**config.mk**
```make
export PLATFORM = sky130hd
export DESIGN_NAME = scc_core
export DESIGN_NICKNAME = d
export VERILOG_FILES = /design/src/rtl/scc_pkg.sv /design/src/rtl/scc_sync2.sv /design/src/rtl/scc_core.sv
export SDC_FILE = /design/constraint.sdc
export NUM_CORES = 1
export LEC_CHECK = 0
export BUFFER_PORTS_ARGS = -buffer_cell sky130_fd_sc_hd__buf_4
export CORE_AREA = 10 10 182 218
export CTS_CLUSTER_DIAMETER = 60
export DETAILED_ROUTE_END_ITERATION = 10
export DIE_AREA = 0 0 192 228
export PLACE_DENSITY = 0.55
export SLEW_MARGIN = 25
export SYNTH_ARGS = -nofsm -noshare
export SYNTH_HDL_FRONTEND = slang
export SYNTH_HIERARCHICAL = 1
export SYNTH_SLANG_ARGS = --single-unit
```
**constraint.sdc**
```tcl
create_clock -name CLK_IN -period 7.25 [get_ports CLK_IN]
set_input_delay 0.3625 -clock CLK_IN [delete_from_list [all_inputs] [get_ports CLK_IN]]
set_output_delay 0.3625 -clock CLK_IN [all_outputs]
set_load 0.01 [all_outputs]
```
**src/rtl/scc_pkg.sv**
```systemverilog
// Package with register map, field positions, reset values and array geometry.
package scc_pkg;
  // ----------------------------------------------------------------
  // Register offsets
  // ----------------------------------------------------------------
  localparam logic [15:0] PLL_CONTROL_ADDR = 16'h300f;
  localparam logic [15:0] SYSTEM_RESET_CONTROL_ADDR = 16'h3012;
  localparam logic [15:0] CROP_X_START_HIGH_ADDR = 16'h3020;
  localparam logic [15:0] CROP_X_START_LOW_ADDR = 16'h3021;
  localparam logic [15:0] CROP_Y_START_HIGH_ADDR = 16'h3022;
  localparam logic [15:0] CROP_Y_START_LOW_ADDR = 16'h3023;
  localparam logic [15:0] CROP_WIDTH_HIGH_ADDR = 16'h3024;
  localparam logic [15:0] CROP_WIDTH_LOW_ADDR = 16'h3025;
  localparam logic [15:0] CROP_HEIGHT_HIGH_ADDR = 16'h3026;
  localparam logic [15:0] CROP_HEIGHT_LOW_ADDR = 16'h3027;
  localparam logic [15:0] IMAGE_SOURCE_SELECT_ADDR = 16'h306c;
  localparam logic [15:0] PATTERN_SELECT_ADDR = 16'h307b;
  localparam logic [15:0] READOUT_ORIENTATION_ADDR = 16'h307c;
  localparam logic [15:0] STRIPE_ENABLE_CONTROL_ADDR = 16'h307d;
  localparam logic [15:0] TEST_PATTERN_CONTROL_ADDR = 16'h3080;
  localparam logic [15:0] ARRAY_ORIENTATION_ADDR = 16'h3090;
  localparam logic [15:0] PAD_DIRECTION_LOW_ADDR = 16'h30b0;
  localparam logic [15:0] PAD_DIRECTION_HIGH_ADDR = 16'h30b1;
  localparam logic [15:0] PAD_STRENGTH_CONTROL_ADDR = 16'h30b2;
  localparam logic [15:0] READOUT_DELAY_CONTROL_ADDR = 16'h397c;
  localparam logic [15:0] SLEEP_CONTROL_ADDR = 16'h30f0;
  // ----------------------------------------------------------------
  // Register count and reset values
  // ----------------------------------------------------------------
  localparam int NUM_REGS = 21;
  localparam logic [7:0] REG_RESET = 8'h00;
  localparam logic [7:0] PATTERN_SELECT_RESET = 8'h00;
  localparam logic [7:0] IMAGE_SOURCE_RESET = 8'h10;
  // ----------------------------------------------------------------
  // Field positions
  // ----------------------------------------------------------------
  localparam int PLL_BYPASS_BIT = 3;
  localparam int SOFT_RESET_BIT = 7;
  localparam int SLEEP_BIT = 0;
  localparam int MIRROR_BIT = 1;
  localparam int FLIP_BIT = 0;
  localparam int ARRAY_MIRROR_BIT = 3;
  localparam int DELAY_BIT = 1;
  localparam int TEST_ON_BIT = 7;
  localparam int STRIPE_EN_BIT = 7;
  localparam int SOURCE_BIT = 4;
  localparam int PIN_TWO_DIR_BIT = 7;
  localparam int PIN_ONE_DIR_BIT = 6;
  localparam int FSYNC_DIR_BIT = 5;
  localparam int FLASH_DIR_BIT = 4;
  localparam int PCLK_DIR_BIT = 3;
  localparam int LINE_VALID_DIR_BIT = 2;
  localparam logic [1:0] STRIPES_CODE = 2'b10;
  // ----------------------------------------------------------------
  // Array geometry and power-on reset length
  // ----------------------------------------------------------------
  localparam logic [15:0] ARRAY_COLS = 16'd2072;
  localparam logic [15:0] ARRAY_ROWS = 16'd1568;
  localparam logic [15:0] ACTIVE_COLS = 16'd2048;
  localparam logic [15:0] ACTIVE_ROWS = 16'd1536;
  localparam logic [15:0] ACTIVE_X0 = 16'd12;
  localparam logic [15:0] ACTIVE_Y0 = 16'd16;
  localparam logic [3:0] POR_CYCLES = 4'd15;
endpackage : scc_pkg

```
**src/rtl/scc_sync2.sv**
```systemverilog
// Two flip-flop synchroniser for one level from outside the clock domain.
`timescale 1ns/1ps
module scc_sync2 (
  input wire logic clk_in, // Core clock.
  input wire logic d_in,   // Asynchronous level.
  output logic q_out       // Synchronised level.
);
  logic meta_ff;
  logic sync_ff;
  logic nxt_meta;
  logic nxt_sync;

  always_comb begin
    nxt_meta = d_in;
    nxt_sync = meta_ff;
  end

  always_ff @(posedge clk_in) begin
    meta_ff <= nxt_meta;
    sync_ff <= nxt_sync;
  end

  assign q_out = sync_ff;
endmodule : scc_sync2

```
**src/rtl/scc_core.sv**
```systemverilog
// Sensor core control: registers, pads, clocks, resets, suspend and readout.
//
// How it works
// [RULE1] Pad drive strength is a two-bit code, 1x through 4x.
// [RULE2] Each of ten data pads has its own direction bit, 1 means output.
// [RULE3] General pin two direction follows bit 7 of the high direction register.
// [RULE4] General pin one direction follows bit 6 of the high direction register.
// [RULE5] Frame sync, flash, pixel clock and line valid pads each have a direction bit.
// [RULE6] PLL bypass bit makes the input clock drive the logic directly.
// [RULE7] Three derived clocks: core, serial link and image pipeline.
// [RULE8] Internal power-on reset clears the whole chip at power up; skipped if the counter powers up at its end value.
// [RULE9] Host should still pulse the reset pin after power up.
// [RULE10] Reset pin low returns every register to its default.
// [RULE11] Writing the soft reset bit resets the device.
// [RULE12] Standby pin high stops the clock and clears counters, keeps registers.
// [RULE13] Software sleep halts activity, keeps the clock and registers.
// [RULE14] Link low-power command powers down all but link low-speed and control bus.
// [RULE15] Read 2072 by 1568, output only the 2048 by 1536 active pixels.
// [RULE16] Mirror reverses horizontal order; array mirror is a separate enable.
// [RULE17] Readout delay bit shifts the readout sequence by one pixel.
// [RULE18] Flip reverses vertical order; red and blue lines adjust automatically.
// [RULE19] Cropping masks pixels outside the window without changing timing.
// [RULE20] Crop start, width and height are 16-bit, upper byte at lower address.
// [RULE21] Test-pattern bit switches the test pattern on or off.
// [RULE22] Stripe pattern needs select code 10 and stripe enable; source bit picks image.
`timescale 1ns/1ps
module scc_core #(
  parameter int AW = 16 // Register address width.
) (
  input wire logic CLK_IN,             // Input clock, 50 MHz.
  input wire logic RST_B_IN,           // Reset pin, active low, synchronous.
  input wire logic STANDBY_PIN_IN,     // Standby pin, active high, asynchronous.
  input wire logic LINK_ULPS_IN,       // Link low-power command level from link PHY.
  input wire logic REG_WR_IN,          // Register write strobe from control bus.
  input wire logic REG_RD_IN,          // Register read strobe from control bus.
  input wire logic [AW-1:0] REG_ADDR_IN, // Register address.
  input wire logic [7:0] REG_WDATA_IN, // Register write data.
  output logic [7:0] REG_RDATA_OUT,    // Register read data.
  output logic [1:0] PAD_STRENGTH_OUT, // Pad drive strength code.
  output logic [9:0] DATA_PAD_OE_B_OUT, // Data pad enables, low drives.
  output logic GENERAL_PIN_TWO_OE_B_OUT, // General pin two enable, low drives.
  output logic GENERAL_PIN_ONE_OE_B_OUT, // General pin one enable, low drives.
  output logic FRAME_SYNC_OE_B_OUT,    // Frame sync pad enable, low drives.
  output logic FLASH_OE_B_OUT,         // Flash trigger pad enable, low drives.
  output logic PIXEL_CLOCK_OE_B_OUT,   // Pixel clock pad enable, low drives.
  output logic LINE_VALID_PIN_OE_B_OUT, // Line valid pad enable, low drives.
  output logic PLL_BYPASS_OUT,         // PLL bypassed.
  output logic CORE_CLOCK_EN_OUT,      // Core clock enable.
  output logic SERIAL_LINK_CLOCK_EN_OUT, // Serial link clock enable.
  output logic PIPELINE_CLOCK_EN_OUT,  // Image pipeline clock enable.
  output logic CHIP_RESET_B_OUT,       // Chip reset, active low.
  output logic [15:0] COL_OUT,         // Array column being read.
  output logic [15:0] ROW_OUT,         // Array row being read.
  output logic PIXEL_VALID_OUT,        // Pixel is active and inside the crop window.
  output logic ROW_IS_RED_OUT,         // Current row carries red pixels.
  output logic READOUT_DELAY_OUT,      // Readout shifted by one pixel.
  output logic ARRAY_MIRROR_OUT,       // Array-level mirror enable.
  output logic STRIPES_OUT,            // Colour stripes pattern selected.
  output logic [7:0] STRIPE_LEVEL_OUT  // Stripe pattern value for current column.
);
  // ----------------------------------------------------------------
  // Synchronised pins and power-on reset
  // ----------------------------------------------------------------
  logic standby_s;
  logic ulps_s;
  logic [3:0] por_cnt_ff;
  logic [3:0] nxt_por_cnt;
  logic por_done;

  scc_sync2 u_standby_sync (
    .clk_in(CLK_IN),
    .d_in(STANDBY_PIN_IN),
    .q_out(standby_s)
  );

  // The low-power command comes from the link PHY domain, so it is synchronised too.
  scc_sync2 u_ulps_sync (
    .clk_in(CLK_IN),
    .d_in(LINK_ULPS_IN),
    .q_out(ulps_s)
  );

  // A pin reset restarts the count and clears any unknown power-up state of the counter.
  // Limitation: a counter that powers up at its end value skips the power-on hold.
  assign por_done = (por_cnt_ff == scc_pkg::POR_CYCLES);

  always_comb begin
    if (!RST_B_IN) begin
      nxt_por_cnt = 4'd0;
    end else begin
      nxt_por_cnt = por_done ? por_cnt_ff : por_cnt_ff + 4'd1; // [RULE8]
    end
  end

  always_ff @(posedge CLK_IN) begin
    por_cnt_ff <= nxt_por_cnt;
  end

  // ----------------------------------------------------------------
  // Register file
  // ----------------------------------------------------------------
  logic [7:0] regs_ff [scc_pkg::NUM_REGS];
  logic [7:0] nxt_regs [scc_pkg::NUM_REGS];
  logic [AW-1:0] reg_addr [scc_pkg::NUM_REGS];
  logic [7:0] reg_rst [scc_pkg::NUM_REGS];
  logic soft_reset;
  logic reg_reset;

  always_comb begin
    reg_addr = '{scc_pkg::PLL_CONTROL_ADDR, scc_pkg::SYSTEM_RESET_CONTROL_ADDR,
                 scc_pkg::CROP_X_START_HIGH_ADDR, scc_pkg::CROP_X_START_LOW_ADDR,
                 scc_pkg::CROP_Y_START_HIGH_ADDR, scc_pkg::CROP_Y_START_LOW_ADDR,
                 scc_pkg::CROP_WIDTH_HIGH_ADDR, scc_pkg::CROP_WIDTH_LOW_ADDR,
                 scc_pkg::CROP_HEIGHT_HIGH_ADDR, scc_pkg::CROP_HEIGHT_LOW_ADDR,
                 scc_pkg::IMAGE_SOURCE_SELECT_ADDR, scc_pkg::PATTERN_SELECT_ADDR,
                 scc_pkg::READOUT_ORIENTATION_ADDR, scc_pkg::STRIPE_ENABLE_CONTROL_ADDR,
                 scc_pkg::TEST_PATTERN_CONTROL_ADDR, scc_pkg::ARRAY_ORIENTATION_ADDR,
                 scc_pkg::PAD_DIRECTION_LOW_ADDR, scc_pkg::PAD_DIRECTION_HIGH_ADDR,
                 scc_pkg::PAD_STRENGTH_CONTROL_ADDR, scc_pkg::READOUT_DELAY_CONTROL_ADDR,
                 scc_pkg::SLEEP_CONTROL_ADDR};
    for (int i = 0; i < scc_pkg::NUM_REGS; i++) begin
      reg_rst[i] = scc_pkg::REG_RESET;
    end
    reg_rst[10] = scc_pkg::IMAGE_SOURCE_RESET;
  end

  // The soft reset bit is self-clearing: it resets every register, itself included.
  assign soft_reset = regs_ff[1][scc_pkg::SOFT_RESET_BIT]; // [RULE11]
  assign reg_reset = !RST_B_IN || !por_done || soft_reset; // [RULE10] [RULE8]

  // Registers are written while in standby or sleep so the contents are kept.
  always_comb begin
    for (int i = 0; i < scc_pkg::NUM_REGS; i++) begin
      if (reg_reset) begin
        nxt_regs[i] = reg_rst[i]; // [RULE10]
      end else if (REG_WR_IN && REG_ADDR_IN == reg_addr[i]) begin
        nxt_regs[i] = REG_WDATA_IN;
      end else begin
        nxt_regs[i] = regs_ff[i]; // [RULE12] [RULE13]
      end
    end
  end

  always_ff @(posedge CLK_IN) begin
    regs_ff <= nxt_regs;
  end

  logic [7:0] rdata_ff;
  logic [7:0] nxt_rdata;

  always_comb begin
    nxt_rdata = rdata_ff;
    if (!RST_B_IN) begin
      nxt_rdata = 8'h00;
    end else if (REG_RD_IN) begin
      nxt_rdata = 8'h00;
      for (int i = 0; i < scc_pkg::NUM_REGS; i++) begin
        if (REG_ADDR_IN == reg_addr[i]) begin
          nxt_rdata = regs_ff[i];
        end
      end
    end
  end

  always_ff @(posedge CLK_IN) begin
    rdata_ff <= nxt_rdata;
  end

  assign REG_RDATA_OUT = rdata_ff;

  // ----------------------------------------------------------------
  // Pads and clocks
  // ----------------------------------------------------------------
  logic [7:0] dir_hi;
  assign dir_hi = regs_ff[17];
  assign PAD_STRENGTH_OUT = regs_ff[18][1:0]; // [RULE1]
  assign DATA_PAD_OE_B_OUT = ~{dir_hi[1:0], regs_ff[16]}; // [RULE2]
  assign GENERAL_PIN_TWO_OE_B_OUT = ~dir_hi[scc_pkg::PIN_TWO_DIR_BIT]; // [RULE3]
  assign GENERAL_PIN_ONE_OE_B_OUT = ~dir_hi[scc_pkg::PIN_ONE_DIR_BIT]; // [RULE4]
  assign FRAME_SYNC_OE_B_OUT = ~dir_hi[scc_pkg::FSYNC_DIR_BIT]; // [RULE5]
  assign FLASH_OE_B_OUT = ~dir_hi[scc_pkg::FLASH_DIR_BIT]; // [RULE5]
  assign PIXEL_CLOCK_OE_B_OUT = ~dir_hi[scc_pkg::PCLK_DIR_BIT]; // [RULE5]
  assign LINE_VALID_PIN_OE_B_OUT = ~dir_hi[scc_pkg::LINE_VALID_DIR_BIT]; // [RULE5]
  assign PLL_BYPASS_OUT = regs_ff[0][scc_pkg::PLL_BYPASS_BIT]; // [RULE6]

  logic sleep;
  logic run;
  assign sleep = regs_ff[20][scc_pkg::SLEEP_BIT];
  // Standby halts every clock; sleep stops activity and the pipeline clock, the core clock keeps running.
  assign CORE_CLOCK_EN_OUT = !standby_s && !ulps_s; // [RULE7] [RULE12] [RULE13] [RULE14]
  assign SERIAL_LINK_CLOCK_EN_OUT = !standby_s && !ulps_s; // [RULE7] [RULE14]
  assign PIPELINE_CLOCK_EN_OUT = !standby_s && !sleep && !ulps_s; // [RULE7] [RULE14]
  assign CHIP_RESET_B_OUT = !reg_reset;
  assign run = !standby_s && !sleep && !ulps_s; // [RULE13]

  // ----------------------------------------------------------------
  // Readout counters
  // ----------------------------------------------------------------
  logic [15:0] col_ff;
  logic [15:0] row_ff;
  logic [15:0] nxt_col;
  logic [15:0] nxt_row;

  always_comb begin
    nxt_col = col_ff;
    nxt_row = row_ff;
    if (reg_reset || standby_s) begin
      nxt_col = 16'h0000; // [RULE12]
      nxt_row = 16'h0000;
    end else if (run) begin
      if (col_ff == scc_pkg::ARRAY_COLS - 16'd1) begin // [RULE15]
        nxt_col = 16'h0000;
        nxt_row = (row_ff == scc_pkg::ARRAY_ROWS - 16'd1) ? 16'h0000 : row_ff + 16'd1;
      end else begin
        nxt_col = col_ff + 16'd1;
      end
    end
  end

  always_ff @(posedge CLK_IN) begin
    col_ff <= nxt_col;
    row_ff <= nxt_row;
  end

  // ----------------------------------------------------------------
  // Orientation, crop mask and pattern
  // ----------------------------------------------------------------
  logic mirror;
  logic flip;
  logic delay;
  logic [15:0] dcol;
  logic [15:0] ocol;
  logic [15:0] orow;
  logic [15:0] ax;
  logic [15:0] ay;
  logic active;
  logic in_crop;
  logic [15:0] crop_x_start;
  logic [15:0] crop_y_start;
  logic [15:0] crop_width;
  logic [15:0] crop_height;

  assign mirror = regs_ff[12][scc_pkg::MIRROR_BIT];
  assign flip = regs_ff[12][scc_pkg::FLIP_BIT];
  assign delay = regs_ff[19][scc_pkg::DELAY_BIT];
  assign crop_x_start = {regs_ff[2], regs_ff[3]}; // [RULE20]
  assign crop_y_start = {regs_ff[4], regs_ff[5]}; // [RULE20]
  assign crop_width = {regs_ff[6], regs_ff[7]}; // [RULE20]
  assign crop_height = {regs_ff[8], regs_ff[9]}; // [RULE20]

  // Delay shifts the sequence by one pixel to restore Bayer order under mirror.
  assign dcol = (delay && col_ff != 16'h0000) ? col_ff - 16'd1 : col_ff; // [RULE17]
  assign ocol = mirror ? scc_pkg::ARRAY_COLS - 16'd1 - dcol : dcol; // [RULE16]
  assign orow = flip ? scc_pkg::ARRAY_ROWS - 16'd1 - row_ff : row_ff; // [RULE18]
  assign ax = ocol - scc_pkg::ACTIVE_X0;
  assign ay = orow - scc_pkg::ACTIVE_Y0;
  assign active = ocol >= scc_pkg::ACTIVE_X0 && ax < scc_pkg::ACTIVE_COLS &&
                  orow >= scc_pkg::ACTIVE_Y0 && ay < scc_pkg::ACTIVE_ROWS; // [RULE15]
  // Crop only masks; counters run the same whatever the window is.
  assign in_crop = ax >= crop_x_start && ax - crop_x_start < crop_width &&
                   ay >= crop_y_start && ay - crop_y_start < crop_height; // [RULE19]

  logic stripes;
  assign stripes = regs_ff[14][scc_pkg::TEST_ON_BIT] && // [RULE21]
                   regs_ff[11][1:0] == scc_pkg::STRIPES_CODE &&
                   regs_ff[13][scc_pkg::STRIPE_EN_BIT] &&
                   !regs_ff[10][scc_pkg::SOURCE_BIT]; // [RULE22]

  logic valid_ff;
  logic red_ff;
  logic stripes_ff;
  logic [7:0] level_ff;
  logic nxt_valid;
  logic nxt_red;
  logic nxt_stripes;
  logic [7:0] nxt_level;

  always_comb begin
    nxt_valid = run && active && in_crop && !reg_reset;
    nxt_red = !orow[0]; // [RULE18]
    nxt_stripes = stripes;
    nxt_level = {ax[8], ax[8], ax[9], ax[9], ax[10], ax[10], 2'b00}; // [RULE22]
  end

  always_ff @(posedge CLK_IN) begin
    valid_ff <= nxt_valid;
    red_ff <= nxt_red;
    stripes_ff <= nxt_stripes;
    level_ff <= nxt_level;
  end

  assign COL_OUT = ocol;
  assign ROW_OUT = orow;
  assign PIXEL_VALID_OUT = valid_ff;
  assign ROW_IS_RED_OUT = red_ff;
  assign READOUT_DELAY_OUT = delay;
  assign ARRAY_MIRROR_OUT = regs_ff[15][scc_pkg::ARRAY_MIRROR_BIT]; // [RULE16]
  assign STRIPES_OUT = stripes_ff;
  assign STRIPE_LEVEL_OUT = level_ff;
endmodule : scc_core

```
==> results.md, run 1 <==
- Finished layout cell area: approximately 16000 µm²
- Iteration count of the initial detailed-routing pass: 8
- Cell mode on critical path: ha_1
- Die Ht: about 230 µm
- Initial antenna violation count: 0
- RSZ-0062 raised after global routing: false
- Max-cap violations: 0
- Slowest-stage cell, CP: or4_4
- Die Area: around 44000 µm²
- Synth Register Bits: between 200 and 250
- Total track usage: around a fifth
- Final setup TNS: 0 ns
- Final period util: ~93%
- Vias in the first global route: around 12000
- Crit Reg-Reg Startpoint: col_ff[1]
- Layout cell share with drive strength beyond 1: a little under an eighth
- Crit path time final: a little under 7 ns
- Relative slew slack: roughly a third
- Placer Congestion: roughly 0.92
- Async SR Flop Fraction: 0%
- Clock-pin slew on the worst setup and hold paths: about 0.060 ns
- Root buffer cell: clkbuf_16
- Run status: completed
- Worst-margin pin slew: 0.970 ns
- Ant. Diodes: 0
- Peak VDD IR: roughly 0.21 mV
- Nets: about 1900
- Final HPWL DP: 34200 µm
- Cell area after synthesis: between 10000 and 15000 µm²
- Final setup violation count: 0
- Clock Path Buffers: 3
- Crit Path Category: flop to flop
- PortBufs: approximately 100
- Critical path startpoint: col_ff[1]
- Buffers and inverters on the worst path: 1
- Class of the worst hold path: input port to flop
- Delay-heaviest family, CP: simple AND/OR/NAND/NOR gates
- Post-synthesis sequential area ratio: around a third
- Peak Freq: around 150 MHz
- CTS tree: yes
- Syn avg cell area: 7.80 µm²
- DRT antenna net count: 0
- Fin cells: approximately 2300
- Top Ports: between 100 and 150
- Initial Util: 39.2%
- Dpl cell area: around 15000 µm²
- Core ar.: 35500 µm²
- Pins Over Slew Limit: 0
- DRC Markers: 0
- DR WL/cell: just over 20 µm
- Num CTS Buffers: 27
- Yosys warnings: 6
- Pleak: about 0.0063 µW
- Via density per instance: 5.52
- Clock Sinks: ~220
- Total grt overflow: 0
- Largest net degree at the start of global routing: 86
- Final hold vios: 0
- P&R area growth vs syn: 15.0%
- Routed Wire Length: 46800 µm
- Crit start category: flop
- Worst skew pair latency: 0.57 ns
- Number of distinct library cells after synthesis: 77
- Arr. time, crit path: around 7.3 ns
- Main flop type after synthesis: dfxtp_1
- Post-synth EDFFs: 0
- H-tree levels: 1
- Chip Width: approximately 190 µm
- Std cell rows: 76
- Power Density: 174 nW/µm²
- Filler cell count: between 3000 and 4000
- Crit Path Max Fanout: 7
- 1st-iter DRT viols: 880
- Hold WS: 0.0927 ns
- Clock Skew: ~0.011 ns
- Post-Syn Instances: 1784
- Crit end category: flop
- Post-layout util: 45.1%
- Min-delay src: REG_RD_IN
- First-pass GRT wire length: slightly above 70000 µm
- CP Data Required Time: between 7 and 8 ns
- Total number of vias: about 13000
- Dpl cells: roughly 2300
- Max incr delay on CP: roughly 0.57 ns
==> where the power goes <==
part	switching, µW	internal, µW	leakage, µW
Clock	596	873	0.000473
Sequential	3.90	1220	0.00179
Combinational	59.7	25.4	0.00400
Total	659	2120	0.00627
==> through the flow <==
step                setup slack [ns]  total power [µW]
floorplan                      0.654              1300
global placement               0.165              1340
detailed placement             0.117              1340
CTS                           0.0405              2810
global route                  0.0297              2860
finish                         0.475              2780
==> kinds of logic after synthesis <==
kind of cell             Yosys count  share of synthesized area, %
AO/OA/AOI/OAI                    348                          16.2
XOR/XNOR                         103                          6.54
adder cells (fa/ha/maj)           75                          6.85
buffers and inverters            227                          6.54
flip-flops                       222                          31.9
multiplexers                     112                          8.08
other                              1                        0.0269
AND/OR/NAND/NOR                  696                          23.9
==> what timing repair did <==
item                                    CTS  global route
hold endpoints to repair                  2             0
endpoints found under the setup margin    0             1
hold buffers                              2             0
buffers inserted                          0             0
gates resized for setup                   0             8
==> per-layer routing <==
layer | share of wire, % | track usage [%]
met5 | 0 | 0
met4 | 3.2 | 7.30
met3 | 5.2 | 3.17
met2 | 47 | 34.0
met1 | 44 | 26.2
==> final timing paths <==
path                       end  slack (ns)  cells after the start
max            PIXEL_VALID_OUT        0.48                     28
min           REG_RDATA_OUT[3]        0.09                      2
max reg2reg    PIXEL_VALID_OUT        0.48                     28
min reg2reg  u_ulps_sync/q_out        0.33                      0
==> layout by cell type, fill, tap and decap left out, types with 47 or more instances in the layout <==
master	Yosys	layout
dfxtp_1	222	221
xnor2_1	55	55
inv_1	115	115
buf_4	12	124
mux2i_1	109	109
nand2_1	192	192
ha_1	73	73
nand3_1	72	72
a21oi_1	137	137
nor2_1	220	220
xor2_1	47	47
==> cell usage after synthesis (all sizes together) (4+ instances only) <==
master   number  share of area [%]
a21boi        7               0.40
o22ai        12               0.54
nand2b       13               0.58
xnor2        56                3.6
a2111oi       4               0.25
o21ai        42                1.5
nor2        220                5.9
dfxtp       222                 32
ha           73                6.6
or3          23                1.0
nand2       192                5.2
mux2i       109                7.8
a22oi        12               0.65
buf          20               0.95
o31ai         9               0.49
xor2         47                3.0
or2           9               0.40
nor2b        10               0.45
nor3         39                1.4
o211ai        8               0.43
inv         115                3.1
nor4         23                1.2
nand3        72                2.6
a311oi        4               0.25
a31oi        16               0.72
or4          12               0.65
and2          9               0.40
a21oi       138                5.0
a222oi       14                1.0
nor4bb        4               0.29
a21o         16               0.86
nand4b        5               0.31
a211oi       12               0.72
o221ai       10               0.63
and3         13               0.58
and4          5               0.31
clkbuf       91                2.5
nand4        30                1.3
o21a         13               0.70
==> worst reg2reg max path: cells and delay by family, from the launching register on <==
| kind | cells | cell delay (ns) |
|---|---|---|
| compound gates | 7 | 1.78 |
| xor+xnor | 2 | 0.33 |
| fa+ha+maj | 4 | 1.01 |
| buf+inv | 1 | 0.09 |
| flops | 1 | 0.44 |
| simple gates | 14 | 3.02 |
==> state kept, by name, indices dropped and copies added, names as in the netlist, 8 cells and up <==
register       flops
row_ff            16
col_ff            16
crop_height       16
crop_x_start      16
REG_RDATA_OUT      8
regs_ff           89
dir_hi             8
crop_y_start      16
crop_width        16
==> cell type report <==
cell class | instances | area, µm² | area share (%)
Clock inverter | 15 | 196 | 1.23
Tap cell | 468 | 586 | 3.66
Timing Repair Buffer | 126 | 951 | 5.94
Inverter | 116 | 435 | 2.72
Sequential cell | 222 | 4450 | 27.8
Multi-Input combinational cell | 1336 | 8620 | 53.8
Clock buffer | 35 | 776 | 4.85
No activity file was read; power rests on OpenSTA's default activity.
==> inputs of run 2 (changes only) <==
==> constraint.sdc (replaced) <==
create_clock -name CLK_IN -period 7.25 [get_ports CLK_IN]
set_input_delay 0.725 -clock CLK_IN [delete_from_list [all_inputs] [get_ports CLK_IN]]
set_output_delay 0.725 -clock CLK_IN [all_outputs]
set_load 0.01 [all_outputs]
==> run 2 against run 1 <==
Net effect: clock power is 9.5% lower; critical path depth down 2; critical endpoint unchanged; global-route usage grew 0.17 points.
==> results.md, run 2 (synthesized netlist as in run 1, its figures left out) <==
- Run status: completed
- Filler cell count: 3630 (+0.25%)
- Flop pwr share: 46.5% (+2.4 points)
- DR WL/cell: 20.3 µm (+0.29%)
- Final setup violation count: 0 (unchanged)
- Pint: 2000 µW (-5.6%)
- Power Density: 166 nW/µm² (-4.6%)
- Worst skew pair latency: 0.57 ns (about the same)
- First-pass GRT wire length: 72700 µm (+1.5%)
- Dpl cell area: 15000 µm² (unchanged)
- Largest net degree at the start of global routing: 97 (+13%)
- Final hold vios: 0 (unchanged)
- Cell mode on critical path: ha_1
- Class of the worst hold path: input port to flop
- CP Data Required Time: 7.72 ns (-0.02 ns)
- PortBufs: 103 (unchanged)
- Clock Sinks: 222 (unchanged)
- Final period util: 93.4% (about the same)
- DRT antenna net count: 0 (unchanged)
- Initial Util: 39.2% (unchanged)
- Fin cells: 2316 (-0.086%)
- Total number of vias: 13000 (+1.2%)
- Layout cell share with drive strength beyond 1: 11.5% (+0.12 points)
- Slowest-stage cell, CP: or4_4
- Pleak: 0.00621 µW (-0.83%)
- Crit Path Category: flop to flop
- Via density per instance: 5.59 (+1.3%)
- Finished layout cell area: 15900 µm² (-0.51%)
- Vias in the first global route: 12400 (+1.0%)
- Initial antenna violation count: 0 (unchanged)
- Switching part of the total power: 24.1% (+0.42 points)
- Total track usage: 20.6% (+0.17 points)
- Ant. Diodes: 0 (unchanged)
- Iteration count of the initial detailed-routing pass: 6 (-2)
- Final setup TNS: 0 ns (unchanged)
- DRC Markers: 0 (unchanged)
- CTS tree: yes
- Die Area: 43800 µm² (unchanged)
- Worst-margin pin slew: 1.05 ns (+0.0802 ns)
- Reg2reg setup slack: 0.48 ns (about the same)
- Max-cap violations: 0 (unchanged)
- Crit Path Max Fanout: 7 (unchanged)
- Routed Wire Length: 46900 µm (+0.21%)
- Crit path time final: 6.77 ns (-0.00240 ns)
- Top Ports: 106 (unchanged)
- Comb pwr share: 3.2% (about the same)
- Most flop-heavy register: regs_ff
- 1st-iter DRT viols: 898 (+2.0%)
- Most frequent cells in the layout: dfxtp_1 (220), nor2_1 (220), nand2_1 (191), a21oi_1 (137), buf_4 (126)
- RSZ-0062 raised after global routing: false
- Post-Place Setup Slack: -0.0948 ns (-0.212 ns)
- Die Ht: 228 µm (unchanged)
- Pins Over Slew Limit: 0 (unchanged)
- P&R area growth vs syn: 14.4%
- Peak Freq: 148 MHz (about the same)
- H-tree levels: 1 (unchanged)
- Core ar.: 35500 µm² (unchanged)
- Crit start category: flop
- Chip Width: 192 µm (unchanged)
- Relative slew slack: 30.0% (-4.8 points)
- Clock Path Buffers: 3 (unchanged)
- Root buffer cell: clkbuf_16
- Nets: 1933 (-0.052%)
- Clock-pin slew on the worst setup and hold paths: 0.06 ns (about the same)
- Total grt overflow: 0 (unchanged)
- Hold WS: 0.261 ns (+0.169 ns)
- Num CTS Buffers: 26 (-3.7%)
- Placer Congestion: 0.899 (-2.1%)
- Peak VDD IR: 0.151 mV (-29%)
- Std cell rows: 76 (unchanged)
- Clock Skew: 0.0191 ns (+0.00845 ns)
- Clock share of power: 50.3% (-2.5 points)
- Number of flip-flops in the largest register: 89 (unchanged)
- Max incr delay on CP: 0.61 ns (+0.04 ns)
- Arr. time, crit path: 7.25 ns (about the same)
- Dpl cells: 2266 (unchanged)
- Final worst-path setup slack: 0.478 ns (+0.00240 ns)
- Final HPWL DP: 34400 µm (+0.33%)
- Sw Pwr: 637 µW (-3.4%)
- Crit end category: flop
## run 2: cell count changes in the layout (fill, tap and decap cells not counted), sizes merged
cell,before,now
buf,124,126
bufinv,3,1
clkinv,6,8
dlygate4sd3,2,0
inv,119,117
clkbuf,35,34
clkinvlp,3,4
## run 2: layer usage
metal,global-route usage (%),vias to the layer above,routed length [µm]
met1,26.4,6104,20400
met3,3.22,78,2660
met2,34.6,396,22500
met5,0,-,0
met4,6.62,0,1300
li1,-,6372,-
## run 2: stage by stage
step / utilization (%) / power (µW)
5_1_grt: 44.9 / 2720
6_report: 44.9 / 2640
4_1_cts: 44.7 / 2670
3_5_place_dp: 42.3 / 1340
3_3_place_gp: 42.3 / 1340
2_1_floorplan: - / 1300
## run 2: final timing paths
kind              cells past startpoint                    to                    from
setup reg to reg                     26       PIXEL_VALID_OUT              col_ff[14]
hold reg to reg                       0  u_standby_sync/q_out  u_standby_sync/meta_ff
hold / removal                        1   u_ulps_sync/meta_ff            LINK_ULPS_IN
setup / recovery                     26       PIXEL_VALID_OUT              col_ff[14]
## run 2: layout make-up
class	count	area (µm²)	share of cell area, %
tap	468	586	3.68
timing repair buffer	126	946	5.94
multi-input combinational	1336	8650	54.3
sequential	222	4450	27.9
inverter	116	435	2.73
clock inverter	14	134	0.841
clock buffer	34	731	4.59
## run 2: power by group through the flow
stage          Combinational [µW]  Sequential, µW  Clock (µW)
2_1_floorplan                41.6            1250           0
4_1_cts                      84.0            1230        1360
3_5_place_dp                 83.9            1260           0
6_report                     85.0            1230        1330
5_1_grt                      89.6            1230        1400
3_3_place_gp                 83.4            1260           0
## run 2: timing repair
item	4_1_cts	5_1_grt
setup buffers	0	2
resized for setup	2	12
pin swaps	0	4
hold buffers	0	0
endpoints found under the setup margin	1	1
## run 2: critical path, delay by kind of cell, from the launching register on
| kind | cells | cell delay (ns) |
|---|---|---|
| AOI/OAI and AO/OA | 8 | 1.97 |
| adders and majority gates | 3 | 0.79 |
| xor gates and xnor gates | 2 | 0.29 |
| DFF | 1 | 0.38 |
| and+or+nand+nor | 13 | 3.24 |
